===== src/common/flash_seq_defines.svh =====
// register map, field positions, reset values and tick counts of the flash sequencer
`ifndef FLASH_SEQ_DEFINES_SVH
`define FLASH_SEQ_DEFINES_SVH

// ****************************************************************
// register offsets
// ****************************************************************
`define AXI_AW            8
`define OFS_DIVIDER       8'h00
`define OFS_CONFIG        8'h04
`define OFS_STATUS        8'h08
`define OFS_MASK          8'h0C
`define OFS_SECURITY      8'h10
`define OFS_PROT          8'h14
`define OFS_OPT           8'h18
`define OFS_CMD_ADDR      8'h1C
`define OFS_CMD_DATA      8'h20
`define OFS_CMD           8'h24
`define OFS_KEY_BASE      8'h40

// ****************************************************************
// fields and reset values
// ****************************************************************
`define DIV_W             11
`define DIV_LOADED_BIT    31
`define DIV_RESET         11'h000
`define CFG_LSB           5
`define KEY_ACCESS_ENABLE_BIT        5
`define STAT_DONE         0
`define STAT_ACCERR       1
`define STAT_KEY_OK       2
`define STAT_KEY_FAIL     3
`define STAT_BUSY         7
`define STAT_W            4
`define SEC_UNSECURED     2'b10
`define SEC_RESET         2'b11
`define KEY_BYTES         8
`define KEY_RANGE_BASE    16'hFFB0
`define PAGE_SHIFT        9
`define RESP_OKAY         2'b00
`define RESP_SLVERR       2'b10

// ****************************************************************
// timing
// ****************************************************************
`define TICK_W            15
`define BYTE_PROG_TICKS   15'h0009
`define BURST_PROG_TICKS  15'h0004
`define PAGE_ERASE_TICKS  15'h0FA0
`define MASS_ERASE_TICKS  15'h4E20
`define BLANK_CHECK_TICKS 15'h0020
`define CLK_HZ            200000000
`define FLASH_TIMING_CLOCK_MIN_HZ       150000
`define FLASH_TIMING_CLOCK_MAX_HZ       200000
`define DIV_MIN           ((`CLK_HZ + `FLASH_TIMING_CLOCK_MAX_HZ - 1) / `FLASH_TIMING_CLOCK_MAX_HZ - 1)
`define DIV_MAX           (`CLK_HZ / `FLASH_TIMING_CLOCK_MIN_HZ - 1)

`endif


===== src/common/flash_seq_pkg.sv =====
// types shared by the flash sequencer modules
package flash_seq_pkg;

  typedef enum logic [2:0] {
    CMD_NONE,
    CMD_BYTE_PROG,
    CMD_BURST_PROG,
    CMD_PAGE_ERASE,
    CMD_MASS_ERASE,
    CMD_BLANK_CHECK
  } cmd_e;

  typedef enum logic [1:0] {
    ST_LOAD,
    ST_IDLE,
    ST_BUSY
  } state_e;

  typedef enum logic [3:0] {
    REG_DIV, REG_CFG, REG_STAT, REG_MASK, REG_SEC, REG_PROT,
    REG_OPT, REG_CADDR, REG_CDATA, REG_CMD, REG_KEY, REG_NONE
  } reg_e;

  typedef struct packed {
    cmd_e        op;
    logic [15:0] addr;
    logic [6:0]  page;
    logic [7:0]  data;
    logic        hv;
  } flash_op_s;

endpackage : flash_seq_pkg


===== src/rtl/flash_command_timing_security.sv =====
// flash command timing, security state and option loading behind an AXI4-Lite slave
//
// Implementation choices: the AXI4-Lite interface to the registers and the register offsets.
`timescale 1ns/1ps
`default_nettype none
`include "flash_seq_defines.svh"
module flash_command_timing_security
  import flash_seq_pkg::*;
#(
  parameter logic [`TICK_W-1:0] PAGE_ERASE_TICKS = `PAGE_ERASE_TICKS,
  parameter logic [`TICK_W-1:0] MASS_ERASE_TICKS = `MASS_ERASE_TICKS
)
(
  input  wire logic               CLK,
  input  wire logic               RST_B,
  input  wire logic [`AXI_AW-1:0] S_AXI_AWADDR,
  input  wire logic               S_AXI_AWVALID,
  output logic                    S_AXI_AWREADY,
  input  wire logic [31:0]        S_AXI_WDATA,
  input  wire logic [3:0]         S_AXI_WSTRB,
  input  wire logic               S_AXI_WVALID,
  output logic                    S_AXI_WREADY,
  output logic [1:0]              S_AXI_BRESP,
  output logic                    S_AXI_BVALID,
  input  wire logic               S_AXI_BREADY,
  input  wire logic [`AXI_AW-1:0] S_AXI_ARADDR,
  input  wire logic               S_AXI_ARVALID,
  output logic                    S_AXI_ARREADY,
  output logic [31:0]             S_AXI_RDATA,
  output logic [1:0]              S_AXI_RRESP,
  output logic                    S_AXI_RVALID,
  input  wire logic               S_AXI_RREADY,
  input  wire logic [7:0]         NV_PROT,
  input  wire logic [7:0]         NV_OPT,
  input  wire logic [63:0]        NV_KEY,
  input  wire logic               FLASH_BLANK,
  output flash_op_s               FLASH_OP,
  output logic                    IRQ
);

  // ****************************************************************
  // address decode
  // ****************************************************************
  function automatic reg_e decode_reg(input logic [`AXI_AW-1:0] a);
    if (a[7:5] == 3'b010 && a[1:0] == 2'b00)
      return REG_KEY;
    case (a)
      `OFS_DIVIDER:  return REG_DIV;
      `OFS_CONFIG:   return REG_CFG;
      `OFS_STATUS:   return REG_STAT;
      `OFS_MASK:     return REG_MASK;
      `OFS_SECURITY: return REG_SEC;
      `OFS_PROT:     return REG_PROT;
      `OFS_OPT:      return REG_OPT;
      `OFS_CMD_ADDR: return REG_CADDR;
      `OFS_CMD_DATA: return REG_CDATA;
      `OFS_CMD:      return REG_CMD;
      default:       return REG_NONE;
    endcase
  endfunction : decode_reg

  // ****************************************************************
  // state
  // ****************************************************************
  state_e              state;
  flash_op_s           op_q;
  logic                aw_held;
  logic                w_held;
  logic [`AXI_AW-1:0]  aw_addr;
  logic [31:0]         w_data;
  logic [3:0]          w_strb;
  logic [`DIV_W-1:0]   divider;
  logic                div_loaded;
  logic [2:0]          cfg;
  logic [`STAT_W-1:0]  status;
  logic [`STAT_W-1:0]  mask;
  logic [1:0]          sec;
  logic [7:0]          prot;
  logic [7:0]          opt;
  logic [15:0]         cmd_addr;
  logic [7:0]          cmd_data;
  logic                burst_active;
  logic [7:0]          key_byte [`KEY_BYTES];
  logic [`KEY_BYTES-1:0] key_written;
  logic [`KEY_BYTES-1:0] key_match;
  logic                tick;
  logic                timer_busy;
  logic                timer_done;

  // ****************************************************************
  // write path decode
  // ****************************************************************
  wire       wr_fire   = aw_held && w_held && !S_AXI_BVALID;
  reg_e      wsel;
  assign     wsel      = decode_reg(aw_addr);
  wire       we        = wr_fire && w_strb[0] && (wsel != REG_NONE);
  wire [7:0] wbyte     = w_data[7:0];
  wire [2:0] key_idx   = aw_addr[4:2];
  wire       key_access_enable    = cfg[`KEY_ACCESS_ENABLE_BIT - `CFG_LSB];
  wire       acc_err   = status[`STAT_ACCERR];

  // write-once, and not while the access error flag stands
  wire div_we  = we && (wsel == REG_DIV) && !div_loaded && !acc_err;
  // key range write steers to command or compare by key access bit
  wire key_cmd = we && (wsel == REG_KEY) && !key_access_enable;
  wire key_we  = we && (wsel == REG_KEY) && key_access_enable;
  wire cmd_req = (we && (wsel == REG_CMD)) || key_cmd;

  cmd_e req_op;
  assign req_op = key_cmd ? CMD_BYTE_PROG : cmd_e'(wbyte[2:0]);
  wire [15:0] req_addr = key_cmd ? (`KEY_RANGE_BASE | {13'h0000, key_idx}) : cmd_addr;
  wire [7:0]  req_data = key_cmd ? wbyte : cmd_data;
  wire        op_legal = (req_op != CMD_NONE) && (req_op <= CMD_BLANK_CHECK);

  // no command before the divider is written, nor while one runs
  wire cmd_ok  = cmd_req && div_loaded && (state == ST_IDLE) && op_legal;
  wire cmd_bad = cmd_req && !cmd_ok;

  // per-command length in timing clock periods
  wire [`TICK_W-1:0] start_ticks =
      (req_op == CMD_PAGE_ERASE)  ? PAGE_ERASE_TICKS :
      (req_op == CMD_MASS_ERASE)  ? MASS_ERASE_TICKS :
      (req_op == CMD_BLANK_CHECK) ? `BLANK_CHECK_TICKS :
      (req_op == CMD_BURST_PROG && burst_active) ? `BURST_PROG_TICKS :
      `BYTE_PROG_TICKS;

  // ****************************************************************
  // events and interrupt
  // ****************************************************************
  wire key_all     = &key_written;
  wire key_ok_ev   = key_all && (&key_match);
  wire key_fail_ev = key_all && !(&key_match);
  wire blank_ok    = timer_done && (op_q.op == CMD_BLANK_CHECK) && FLASH_BLANK;

  wire [`STAT_W-1:0] stat_set = {key_fail_ev, key_ok_ev, cmd_bad, timer_done};
  wire [`STAT_W-1:0] stat_clr = (we && wsel == REG_STAT) ? wbyte[`STAT_W-1:0] : '0;
  // a new event wins over a clear in the same cycle
  wire [`STAT_W-1:0] next_status = (status & ~stat_clr) | stat_set;

  assign IRQ = |(status & mask);

  // ****************************************************************
  // AXI4-Lite write channels
  // ****************************************************************
  assign S_AXI_AWREADY = !aw_held;
  assign S_AXI_WREADY  = !w_held;

  always_ff @(posedge CLK or negedge RST_B) begin
    if (!RST_B) begin
      aw_held <= 1'b0;
      aw_addr <= '0;
    end else if (S_AXI_AWVALID && !aw_held) begin
      aw_held <= 1'b1;
      aw_addr <= S_AXI_AWADDR;
    end else if (wr_fire) begin
      aw_held <= 1'b0;
    end
  end

  always_ff @(posedge CLK or negedge RST_B) begin
    if (!RST_B) begin
      w_held <= 1'b0;
      w_data <= 32'h0000_0000;
      w_strb <= 4'h0;
    end else if (S_AXI_WVALID && !w_held) begin
      w_held <= 1'b1;
      w_data <= S_AXI_WDATA;
      w_strb <= S_AXI_WSTRB;
    end else if (wr_fire) begin
      w_held <= 1'b0;
    end
  end

  always_ff @(posedge CLK or negedge RST_B) begin
    if (!RST_B) begin
      S_AXI_BVALID <= 1'b0;
      S_AXI_BRESP  <= `RESP_OKAY;
    end else if (wr_fire) begin
      S_AXI_BVALID <= 1'b1;
      S_AXI_BRESP  <= (wsel == REG_NONE) ? `RESP_SLVERR : `RESP_OKAY;
    end else if (S_AXI_BREADY) begin
      S_AXI_BVALID <= 1'b0;
    end
  end

  // ****************************************************************
  // AXI4-Lite read channels
  // ****************************************************************
  reg_e rsel;
  assign rsel = decode_reg(S_AXI_ARADDR);
  // key bytes never read back, so a secured part cannot leak them
  wire [31:0] rd_word =
      (rsel == REG_DIV)   ? {div_loaded, 20'h0_0000, divider} :
      (rsel == REG_CFG)   ? {24'h00_0000, cfg, 5'h00} :
      (rsel == REG_STAT)  ? {24'h00_0000, timer_busy, 3'h0, status} :
      (rsel == REG_MASK)  ? {28'h000_0000, mask} :
      (rsel == REG_SEC)   ? {29'h0000_0000, (sec == `SEC_UNSECURED), sec} :
      (rsel == REG_PROT)  ? {24'h00_0000, prot} :
      (rsel == REG_OPT)   ? {24'h00_0000, opt} :
      (rsel == REG_CADDR) ? {16'h0000, cmd_addr} :
      (rsel == REG_CDATA) ? {24'h00_0000, cmd_data} :
      (rsel == REG_CMD)   ? {29'h0000_0000, op_q.op} :
      32'h0000_0000;

  assign S_AXI_ARREADY = !S_AXI_RVALID;

  always_ff @(posedge CLK or negedge RST_B) begin
    if (!RST_B) begin
      S_AXI_RVALID <= 1'b0;
      S_AXI_RDATA  <= 32'h0000_0000;
      S_AXI_RRESP  <= `RESP_OKAY;
    end else if (S_AXI_ARVALID && !S_AXI_RVALID) begin
      S_AXI_RVALID <= 1'b1;
      S_AXI_RDATA  <= rd_word;
      S_AXI_RRESP  <= (rsel == REG_NONE) ? `RESP_SLVERR : `RESP_OKAY;
    end else if (S_AXI_RREADY) begin
      S_AXI_RVALID <= 1'b0;
    end
  end

  // ****************************************************************
  // software registers
  // ****************************************************************
  always_ff @(posedge CLK or negedge RST_B) begin
    if (!RST_B) begin
      divider    <= `DIV_RESET;
      div_loaded <= 1'b0;
    end else if (div_we) begin
      divider    <= w_data[`DIV_W-1:0];
      div_loaded <= 1'b1;
    end
  end

  always_ff @(posedge CLK or negedge RST_B) begin
    if (!RST_B) begin
      cfg      <= 3'h0;
      mask     <= '0;
      status   <= '0;
      cmd_addr <= 16'h0000;
      cmd_data <= 8'h00;
    end else begin
      status <= next_status;
      if (we && wsel == REG_CFG)
        cfg <= wbyte[7:`CFG_LSB];
      if (we && wsel == REG_MASK)
        mask <= wbyte[`STAT_W-1:0];
      if (we && wsel == REG_CADDR)
        cmd_addr <= w_data[15:0];
      if (we && wsel == REG_CDATA)
        cmd_data <= wbyte;
    end
  end

  // ****************************************************************
  // stored option load and security
  // ****************************************************************
  // stored bytes caught in the first cycle after reset release
  always_ff @(posedge CLK or negedge RST_B) begin
    if (!RST_B) begin
      prot <= 8'h00;
      opt  <= 8'h00;
      sec  <= `SEC_RESET;
    end else if (state == ST_LOAD) begin
      prot <= NV_PROT;
      opt  <= NV_OPT;
      sec  <= NV_OPT[1:0];
    end else if (key_ok_ev || blank_ok) begin
      sec  <= `SEC_UNSECURED;
    end
  end

  // ****************************************************************
  // backdoor key compare
  // ****************************************************************
  genvar i;
  generate
    for (i = 0; i < `KEY_BYTES; i++) begin : g_key
      wire hit = key_we && (key_idx == 3'(i));
      always_ff @(posedge CLK or negedge RST_B) begin
        if (!RST_B) begin
          key_byte[i]    <= 8'h00;
          key_written[i] <= 1'b0;
          key_match[i]   <= 1'b0;
        end else begin
          if (state == ST_LOAD)
            key_byte[i] <= NV_KEY[8*i +: 8];
          if (hit) begin
            key_written[i] <= 1'b1;
            key_match[i]   <= (wbyte == key_byte[i]);
          end else if (key_all) begin
            key_written[i] <= 1'b0;
            key_match[i]   <= 1'b0;
          end
        end
      end
    end
  endgenerate

  // ****************************************************************
  // command sequencer
  // ****************************************************************
  state_e    next_state;
  flash_op_s next_op;

  always_comb begin
    next_state = state;
    next_op    = op_q;
    case (state)
      ST_LOAD: begin
        next_state = ST_IDLE;
      end
      ST_IDLE: begin
        if (cmd_ok) begin
          next_state   = ST_BUSY;
          next_op.op   = req_op;
          next_op.addr = req_addr;
          next_op.page = req_addr[15:`PAGE_SHIFT];
          next_op.data = req_data;
          next_op.hv   = 1'b1;
        end
      end
      ST_BUSY: begin
        if (timer_done) begin
          next_state = ST_IDLE;
          next_op    = '0;
        end
      end
      default: begin
        next_state = ST_IDLE;
        next_op    = '0;
      end
    endcase
  end

  always_ff @(posedge CLK or negedge RST_B) begin
    if (!RST_B) begin
      state        <= ST_LOAD;
      op_q         <= '0;
      burst_active <= 1'b0;
    end else begin
      state <= next_state;
      op_q  <= next_op;
      if (cmd_ok)
        burst_active <= burst_active && (req_op == CMD_BURST_PROG);
      else if (timer_done && op_q.op == CMD_BURST_PROG)
        burst_active <= 1'b1;
    end
  end

  assign FLASH_OP = op_q;

  // ****************************************************************
  // timing clock and pulse timer
  // ****************************************************************
  flash_timing_clock_tick_gen u_tick (
    .clk     (CLK),
    .rst_b   (RST_B),
    .enable  (div_loaded),
    .restart (cmd_ok),
    .divisor (divider),
    .tick    (tick)
  );

  tick_timer u_timer (
    .clk   (CLK),
    .rst_b (RST_B),
    .start (cmd_ok),
    .ticks (start_ticks),
    .tick  (tick),
    .busy  (timer_busy),
    .done  (timer_done)
  );

endmodule : flash_command_timing_security
`default_nettype wire


===== src/rtl/flash_timing_clock_tick_gen.sv =====
// divider that turns the bus clock into timing clock ticks
`timescale 1ns/1ps
`default_nettype none
`include "flash_seq_defines.svh"
module flash_timing_clock_tick_gen
  import flash_seq_pkg::*;
(
  input  wire logic              clk,
  input  wire logic              rst_b,
  input  wire logic              enable,
  input  wire logic              restart,
  input  wire logic [`DIV_W-1:0] divisor,
  output logic                   tick
);

  logic [`DIV_W-1:0] count;
  wire               wrap = (count == divisor);

  // one tick every divisor+1 bus clocks
  always_ff @(posedge clk or negedge rst_b) begin
    if (!rst_b) begin
      count <= '0;
      tick  <= 1'b0;
    end else begin
      count <= (!enable || restart || wrap) ? '0 : count + 1'b1;
      tick  <= enable && !restart && wrap;
    end
  end

endmodule : flash_timing_clock_tick_gen
`default_nettype wire


===== src/rtl/tick_timer.sv =====
// counts a number of timing clock ticks and flags the end
`timescale 1ns/1ps
`default_nettype none
`include "flash_seq_defines.svh"
module tick_timer
  import flash_seq_pkg::*;
(
  input  wire logic               clk,
  input  wire logic               rst_b,
  input  wire logic               start,
  input  wire logic [`TICK_W-1:0] ticks,
  input  wire logic               tick,
  output logic                    busy,
  output logic                    done
);

  logic [`TICK_W-1:0] remaining;
  wire                last = busy && tick && (remaining == `TICK_W'(1));

  // whole periods only: the tick source restarts with start
  always_ff @(posedge clk or negedge rst_b) begin
    if (!rst_b) begin
      remaining <= '0;
      busy      <= 1'b0;
      done      <= 1'b0;
    end else begin
      done <= last;
      if (start) begin
        remaining <= ticks;
        busy      <= 1'b1;
      end else if (last) begin
        busy <= 1'b0;
      end else if (busy && tick) begin
        remaining <= remaining - 1'b1;
      end
    end
  end

endmodule : tick_timer
`default_nettype wire


===== config.mk =====
export PLATFORM = sky130hd
export DESIGN_NAME = flash_command_timing_security
export DESIGN_NICKNAME = d
export VERILOG_FILES = /design/src/common/flash_seq_pkg.sv /design/src/rtl/flash_command_timing_security.sv /design/src/rtl/flash_timing_clock_tick_gen.sv /design/src/rtl/tick_timer.sv
export VERILOG_INCLUDE_DIRS = /design/src /design/src/common
export SDC_FILE = /design/constraint.sdc
export NUM_CORES = 1
export LEC_CHECK = 0
export BUFFER_PORTS_ARGS = -buffer_cell sky130_fd_sc_hd__clkbuf_2
export CORE_UTILIZATION = 35
export CTS_BUF_LIST = sky130_fd_sc_hd__clkbuf_8
export DETAILED_ROUTE_END_ITERATION = 12
export GPL_TIMING_DRIVEN = 0
export HOLD_SLACK_MARGIN = 0.08
export MAX_ROUTING_LAYER = met4
export PLACE_DENSITY_LB_ADDON = 0.08
export SYNTH_ARGS = -nofsm -noshare
export SYNTH_HDL_FRONTEND = slang
export SYNTH_HIERARCHICAL = 1
export SYNTH_SLANG_ARGS = --single-unit
export TNS_END_PERCENT = 30

===== constraint.sdc =====
create_clock -name CLK -period 6.4 [get_ports CLK]
set_input_delay 1.28 -clock CLK [delete_from_list [all_inputs] [get_ports CLK]]
set_output_delay 1.28 -clock CLK [all_outputs]
set_load 0.03 [all_outputs]

==> results.txt, run 1 <==
* Outcome: completed
- Counting every sink on the clock net gives 253.
- In the final layout, the share of cells above drive strength 1 is 31.8%.
- In this run the remaining antenna-violating nets after routing total 0.
* Global-route usage over all layers: 21.6%
- The max-slew violation count was 0.
* Clock root cell: sky130_fd_sc_hd__clkbuf_8
* Pwr/cell area: 311 nW/um2
* Initial Utilization: 35.7%
- End of the worst hold path: S_AXI_RDATA[11]
- Setup violations remaining at the end of the flow were counted as 0.
* Count of standard-cell rows: 68
- Number of ports placed on the die boundary: 217
- The total overflow left after global routing is 0.
- Counting distinct cell types in the post-synthesis netlist gives 75.
* Cells after synthesis: 1108
- In the routed layout, each cell is associated on average with a via count of 5.03.
* Worst-path clk slew: 0.06 ns
- Post-CTS timing repair inserted 0 buffers for setup.
- The min-delay analysis places its worst path in the category reg -> reg.
* TritonCTS clock tree: built
- Counting the fill cells in the layout gives 3506.
* Max Buffers Root-to-Sink: 3
- Setup repair after global routing missed its margin: no
- Worst setup SP type: flip-flop
- For the finished layout, the period the worst path requires is 3.77 ns.
- In the final routed layout, each cell accounts on average for 19.8 um.
- Layout Cells excl Fill: 1849
- Data required time at the worst endpoint: 6.78 ns
- The floorplan step defined a die boundary enclosing 36200 um2.
- The synthesized netlist occupies a cell area of 12400 um2.
- The commonest cells after synthesis are sky130_fd_sc_hd__dfrtp_1 (251), sky130_fd_sc_hd__mux2_2 (128), sky130_fd_sc_hd__nand2_1 (103).
- The synthesized design contains 253 register bits.
- Synth top area cells: sky130_fd_sc_hd__dfrtp_1 (51%), sky130_fd_sc_hd__mux2_2 (12%), sky130_fd_sc_hd__xor2_1 (5.0%)
* Final setup TNS: 0 ns
- The synthesized design spends more area on one cell type than any other, namely sky130_fd_sc_hd__dfrtp_1.
- The final layout contains routed wiring with a total length of 36.6 mm.
- The HPWL after detailed placement is 26.5 mm.
* First-pass detailed-route iteration total: 5
- Die Y-Extent: 190 um
* Ys flop type: sky130_fd_sc_hd__dfrtp_1
- For this design, the CTS-stage hold fixing added 0 buffers.
- The share of synthesized area in the top cell type comes to 50.7%.
- In this run the static leakage power is 0.00689 uW.
- Sequential area share after synthesis: 51.1%
- EDFF count, synth: 0
* Post-Syn Area per Cell: 11.2 um2
- Post-CTS repair changed the size of 0 cells.
- Routability Congestion: 0.909
- Area growth from synthesis to final layout: 20.3%
* Peak clock frequency supported by timing: 265 MHz
* Reg-to-reg endpoint: u_tick/tick
- Entering global routing, the biggest net connects 100 pins.
- Initial antenna violation count: 4
* Most used standard cell by instance count after synthesis: sky130_fd_sc_hd__dfrtp_1
- Share of synthesized flip-flops with an asynchronous set or reset: 100%
- Along the worst path, the maximum fanout reaches 10.
* Flop2flop setup slack: 2.63 ns
- Yosys printed 6 warnings.
- The worst register-to-register path begins at w_data[1].
- Kind of cell with the highest combined delay on the critical path: simple AND/OR/NAND/NOR gates
* DRC Markers: 0
* Crit. End Element: flip-flop
- Buffers placed on the I/O ports in this run total 179.
- Dividing the final minimum period by the clock period gives 59.0%.
- Slowest cell on crit path: sky130_fd_sc_hd__nor4b_1
- The critical path is of the reg -> reg type.
- Peak per-stage delay on the critical path: 0.79 ns
- The hold violation count in the final report came to 0.
* Clock insertion delay at the later pin of the skew report: 0.59 ns
- After the first detailed-routing iteration, the DRC count stood at 465.
- Measured against its own limit, the worst slew margin works out to 29.0%.
- Core region area: 34700 um2
- The worst hold path passes through 2 cells.
* Post-layout nets: 1501
- At the pin with the least slew margin, the transition time is 1.07 ns.
- Sum of buffers and inverters on the critical path: 4
- The clock arrives with 0.0248 ns of skew.
- Critical Path, Cell by Cell: clkbuf_1 -> a21oi_1 -> and4_1 -> buf_2 -> buf_4 -> nor2_1 -> inv_1 -> nor2b_1 -> nor4b_1
* Vias: 9305
- Worst IR drop on VDD: 0.000144 V
* Total number of H-tree levels: 2
- The number of global-route vias before repair was 9568.
* Reg2reg path depth: 9
* Cts bufs inserted: 46
- In this run the horizontal extent of the chip is 190 um.
- Arrival time of data at the critical path endpoint: 4.16 ns
- The startpoint identified for the worst hold timing path is S_AXI_RDATA[11].
- Including well taps, the total number of placed cells is 1765.
- The first global-routing pass estimated 57.5 mm of wire.
* Max-cap violations: 0
-- through the flow --
stage	utilization (%)	setup WS (ns)	power, uW	hold slack (ns)	area, um2
floorplan	-	3.71	2690	0.438	12500
global route	42.9	2.38	4900	0.498	14900
global placement	40.2	-1.58	3150	0.455	13900
finish	43.0	2.63	4630	0.469	14900
CTS	42.9	2.58	4710	0.473	14900
detailed placement	40.4	2.64	3160	0.460	14000
-- flip-flops by register name, indices dropped and copies added (netlist names), 8 cells and up --
signal,cells
FLASH_OP,28
key_written,8
key_match,8
key_byte,64
prot,8
cmd_addr,16
cmd_data,8
opt,8
w_data,16
aw_addr,8
u_tick/count,11
divider,11
S_AXI_RDATA,17
u_timer/remaining,15
-- cells in the final DEF (no fill, tap or decap), types with 13 or more instances in the layout --
cell type,synthesis,routed
sky130_fd_sc_hd__xor2_1,71,71
sky130_fd_sc_hd__clkbuf_1,41,41
sky130_fd_sc_hd__dfrtp_1,251,251
sky130_fd_sc_hd__nor4_1,19,19
sky130_fd_sc_hd__xnor2_1,13,13
sky130_fd_sc_hd__nand2_1,103,103
sky130_fd_sc_hd__inv_1,19,41
sky130_fd_sc_hd__a22oi_1,16,16
sky130_fd_sc_hd__mux2_2,128,128
sky130_fd_sc_hd__nor3_1,13,13
sky130_fd_sc_hd__buf_4,29,29
sky130_fd_sc_hd__conb_1,1,22
sky130_fd_sc_hd__nand3_1,37,37
sky130_fd_sc_hd__nor2b_1,13,13
sky130_fd_sc_hd__mux2i_1,26,26
sky130_fd_sc_hd__clkbuf_2,0,178
sky130_fd_sc_hd__nand2b_1,13,13
sky130_fd_sc_hd__a21oi_1,16,16
sky130_fd_sc_hd__clkbuf_8,0,55
sky130_fd_sc_hd__nand4_1,20,20
sky130_fd_sc_hd__o21ai_0,40,40
sky130_fd_sc_hd__nor2_1,68,68
-- worst min-delay path: cells and delay by family (launching register included) --
family	cells	cell delay, ns
flip-flops	1	0.34
AND/OR/NAND/NOR	2	0.10
-- power by group --
group	switching [uW]	total, uW	internal [uW]
sequential	159	1940	1780
combinational	747	1180	431
clock	703	1510	807
-- layer usage --
layer	GRT usage (%)	part of all wire, %
met2	33.5	47
met1	28.2	45
met3	4.12	5.3
met5	-	0
met4	7.26	2.9
-- logic make-up after synthesis --
kind of cell,synth area share (%)
adders and majority gates,0.303
AOI/OAI and AO/OA,7.62
DFF,51.1
and+or+nand+nor,14.6
muxes,15.7
other,0.0302
buffers and inverters,4.68
xor gates and xnor gates,5.93
-- worst max path at each step --
stage | slack, ns | cells after the start | startpoint | end
floorplan | 3.71 | 6 | S_AXI_ARADDR[2] | S_AXI_RDATA[2]
global placement | -1.58 | 1 | RST_B | key_byte[55]
detailed placement | 2.64 | 9 | w_data[1] | u_tick/tick
CTS | 2.58 | 9 | w_data[1] | u_tick/tick
global route | 2.38 | 9 | w_data[1] | u_tick/tick
finish | 2.63 | 9 | w_data[1] | u_tick/tick
-- final cells by class --
class                      instances  area, um2  area share [%]
buffer                            91        509            3.42
timing repair buffer             181        960            6.44
clock inverter                    27        153            1.02
antenna                            3       7.51          0.0503
tap                              455        569            3.82
clock buffer                      54        743            4.98
inverter                          19       71.3           0.478
multi-input combinational        766       5570            37.3
sequential                       253       6330            42.5
Power figures use the tool's default switching activity.
==> run 2: changes to the inputs <==
- ABC_AREA: not set -> 1
- clock period: 6.4 -> 3.1 ns (I/O delays scaled with it)
==> run 2 against run 1 <==
Against the previous run:
- core utilization increased by 0.86 points
- critical path type unchanged
- design area up 2.5%
- synthesized area increased by 1.0%
- largest cell class unchanged
- critical endpoint is now u_timer/remaining[11]
==> results.txt, run 2 <==
- Power comes to 9210 uW.
* Via density per instance: 4.71
- The first routing iteration left 568 violations.
* Peak clock frequency supported by timing: 349 MHz
- Count of buffers from port buffering: 180
- Worst-margin pin slew: 1.09 ns
- Dividing the final minimum period by the clock period gives 92.5%.
- The register with the most flip-flops in the layout has 64 of them.
* Flops & latches, synth: 253
* Number of global-route vias before repair: 10400
- During synthesis, Yosys emitted a total of 6 warnings.
- WL per Instance: 16.7 um
- Most frequent standard cell in the layout excluding fill and tap cells: sky130_fd_sc_hd__nand2_1
- EDFF count, synth: 0
* Post-synthesis cell area: 12500 um2
- In the synthesized netlist, the number of instances is 1516.
- Finished Core Util: 43.8%
- Register name with the most flops: key_byte
- Total number of H-tree levels: 2
- Post-Syn Area per Cell: 8.26 um2
* Final instance area: 15300 um2
* Cell area after placement: 14100 um2
- Leaving out fill and tap cells, the most frequent cells in the layout are sky130_fd_sc_hd__nand2_1 (485), sky130_fd_sc_hd__dfrtp_1 (250), sky130_fd_sc_hd__clkbuf_2 (179).
- After synthesis, the netlist uses 48 different library cells.
* Top cells by instance count after synthesis: sky130_fd_sc_hd__nand2_1 (487), sky130_fd_sc_hd__dfrtp_1 (251), sky130_fd_sc_hd__inv_1 (116), sky130_fd_sc_hd__o21ai_0 (116), sky130_fd_sc_hd__nor2_1 (95)
- Clock sinks: 253
- TritonCTS built the clock tree.
- Worst clock skew: 0.0256 ns
* Top cell type by total area after synthesis: sky130_fd_sc_hd__dfrtp_1
- In this run the core area contains 68 standard-cell rows.
* Inst Count DP: 2174
- Hold timing on the final database bottoms out at a slack of 0.224 ns.
- For this design the static power due to leakage is 0.00773 uW.
* Share of the synthesized area in the top cell type: 50.1%
- Worst setup SP type: flip-flop
- Global-route usage over all layers: 21.8%
- Setup violations remaining at the end of the flow were counted as 0.
- Sequential area share after synthesis: 50.6%
- Cts bufs inserted: 47
- The initial antenna violation count came to 3.
* Ys flop type: sky130_fd_sc_hd__dfrtp_1
- Crit. End Element: flip-flop
* Initial Utilization: 35.9%
* Clock root cell: sky130_fd_sc_hd__clkbuf_8
- In the synthesized netlist the async set-or-reset flop fraction comes to 100%.
- Pwr/cell area: 602 nW/um2
- The final layout contains 1921 nets.
- Synth top area cells: sky130_fd_sc_hd__dfrtp_1 (50%), sky130_fd_sc_hd__nand2_1 (15%), sky130_fd_sc_hd__xor2_1 (4.8%)
- Area growth from synthesis to final layout: 22.0%
- Overflow after GRT: 0
- Most used standard cell by instance count after synthesis: sky130_fd_sc_hd__nand2_1
- The first detailed-routing pass took 5 iterations.
- Of all nets on the critical path, the largest fanout is 10.
* ANT nets after route: 0
- The floorplan step set the die height to 191 um.
* Worst-path clk slew: 0.06 ns
* Setup repair after global routing missed its margin: no
- Hold violation total from the final report: 0
* Vias: 10700
- The critical path in this run is classified as reg -> reg.
- At the worst endpoint, the required time is 3.55 ns.
- The post-route netlist has 21.6% of its cells at a drive strength greater than 1.
- WL final: 38.0 mm
- Clock insertion delay at the later pin of the skew report: 0.58 ns
* Global-route wire length before repair: 58.9 mm
* Core region area: 34900 um2
- STA puts the critical path data arrival time at 3.32 ns.
* Routability Congestion: 0.911
* Maximum number of pins on one net before global-route repair: 106
- Placed wire-length estimate: 27.5 mm
* Outcome: completed
* Max-cap violations: 0
- 217 I/O pins were placed.
* Worst IR drop on VDD: 0.000283 V
- Layout Cells excl Fill: 2269
- In this run the tightest slew margin relative to its limit is 27.1%.
- Die area: 36500 um2
- Die width: 191 um
- Worst min-delay path category: in -> reg
- Clock period minus final worst setup slack: 2.87 ns
- DRC Markers: 0
- The max-slew violation count came to 0.
* Max Buffers Root-to-Sink: 3
- After filler insertion, the fill cell instance count of the layout stands at 3633.
## run 2: cell count changes in the layout (fill, tap and decap cells not counted), sizes merged, moves of 49 or more
cell and delta:
inv +95, nor2 +49, o21ai +81, mux2 -140
nand2 +404, nand3 +49
## run 2: power by group
group / internal, uW / switching [uW]
logic: 562 / 1390
clock network: 2050 / 1450
registers: 3570 / 181
## run 2: final cells by class
type | instances | area [um2] | share of cell area, %
multi-input cells | 1076 | 5360 | 35.1
repair buffers | 193 | 1050 | 6.87
inverters | 128 | 487 | 3.18
plain buffers | 79 | 449 | 2.94
clock inverters | 19 | 156 | 1.02
well taps | 455 | 569 | 3.72
diodes | 3 | 7.51 | 0.0491
clock buffers | 63 | 867 | 5.67
flip-flops and latches | 253 | 6330 | 41.4
## run 2: final timing paths
kind	start	endpoint	slack [ns]	depth (start not counted)
min reg2reg	FLASH_OP[3]	FLASH_OP[3]	0.47	2
max	w_data[0]	u_timer/remaining[11]	0.23	12
max in group asynchronous	RST_B	key_byte[21]	1.13	4
max reg2reg	w_data[0]	u_timer/remaining[11]	0.23	12
min	S_AXI_BREADY	S_AXI_BVALID	0.22	2
min in group asynchronous	RST_B	FLASH_OP[31]	0.59	2
## run 2: per-stage QoR
step                TNS [ns]  setup slack [ns]
global route               0            0.0307
floorplan                  0             0.346
finish                     0             0.234
detailed placement     -2.23            -0.235
global placement    -1055.32             -4.22
CTS                        0            0.0364
## run 2: kinds of logic (layout without fill, tap and decap cells)
family	count (synthesis)	after routing	synth area share [%]
buffers and inverters	208	482	7.44
flip-flops	253	253	50.6
adder cells (fa/ha/maj)	3	3	0.300
AND/OR/NAND/NOR	767	767	27.0
AO/OA/AOI/OAI	202	202	8.72
XOR/XNOR	75	75	5.30
other	1	25	0.0299
multiplexers	7	7	0.629
## run 2: critical path, stage by stage, from the launching register on
cell	delay, ns
sky130_fd_sc_hd__dfrtp_1	0.32
sky130_fd_sc_hd__clkbuf_1	0.78
sky130_fd_sc_hd__inv_1	0.13
sky130_fd_sc_hd__nand4_1	0.21
sky130_fd_sc_hd__nand4_4	0.18
sky130_fd_sc_hd__inv_2	0.10
sky130_fd_sc_hd__buf_6	0.17
sky130_fd_sc_hd__buf_12	0.15
sky130_fd_sc_hd__clkinvlp_4	0.10
sky130_fd_sc_hd__buf_2	0.19
sky130_fd_sc_hd__or2_2	0.29
sky130_fd_sc_hd__nand3_2	0.08
sky130_fd_sc_hd__nand2_1	0.04
## run 2: routing by layer
layer / GRT usage (%) / share of wire (%)
met5: - / 0
met4: 6.50 / 2.6
met3: 4.09 / 5.8
met2: 33.9 / 46
met1: 28.7 / 46
## run 2: what timing repair did
action | in CTS | in global routing
hold buffers | 1 | 0
buffers inserted | 2 | 8
setup endpoints to repair | 14 | 14
endpoints found under the hold margin | 58 | 0
gates cloned | 0 | 0
gates resized for setup | 1 | 8
pin swaps | 0 | 1
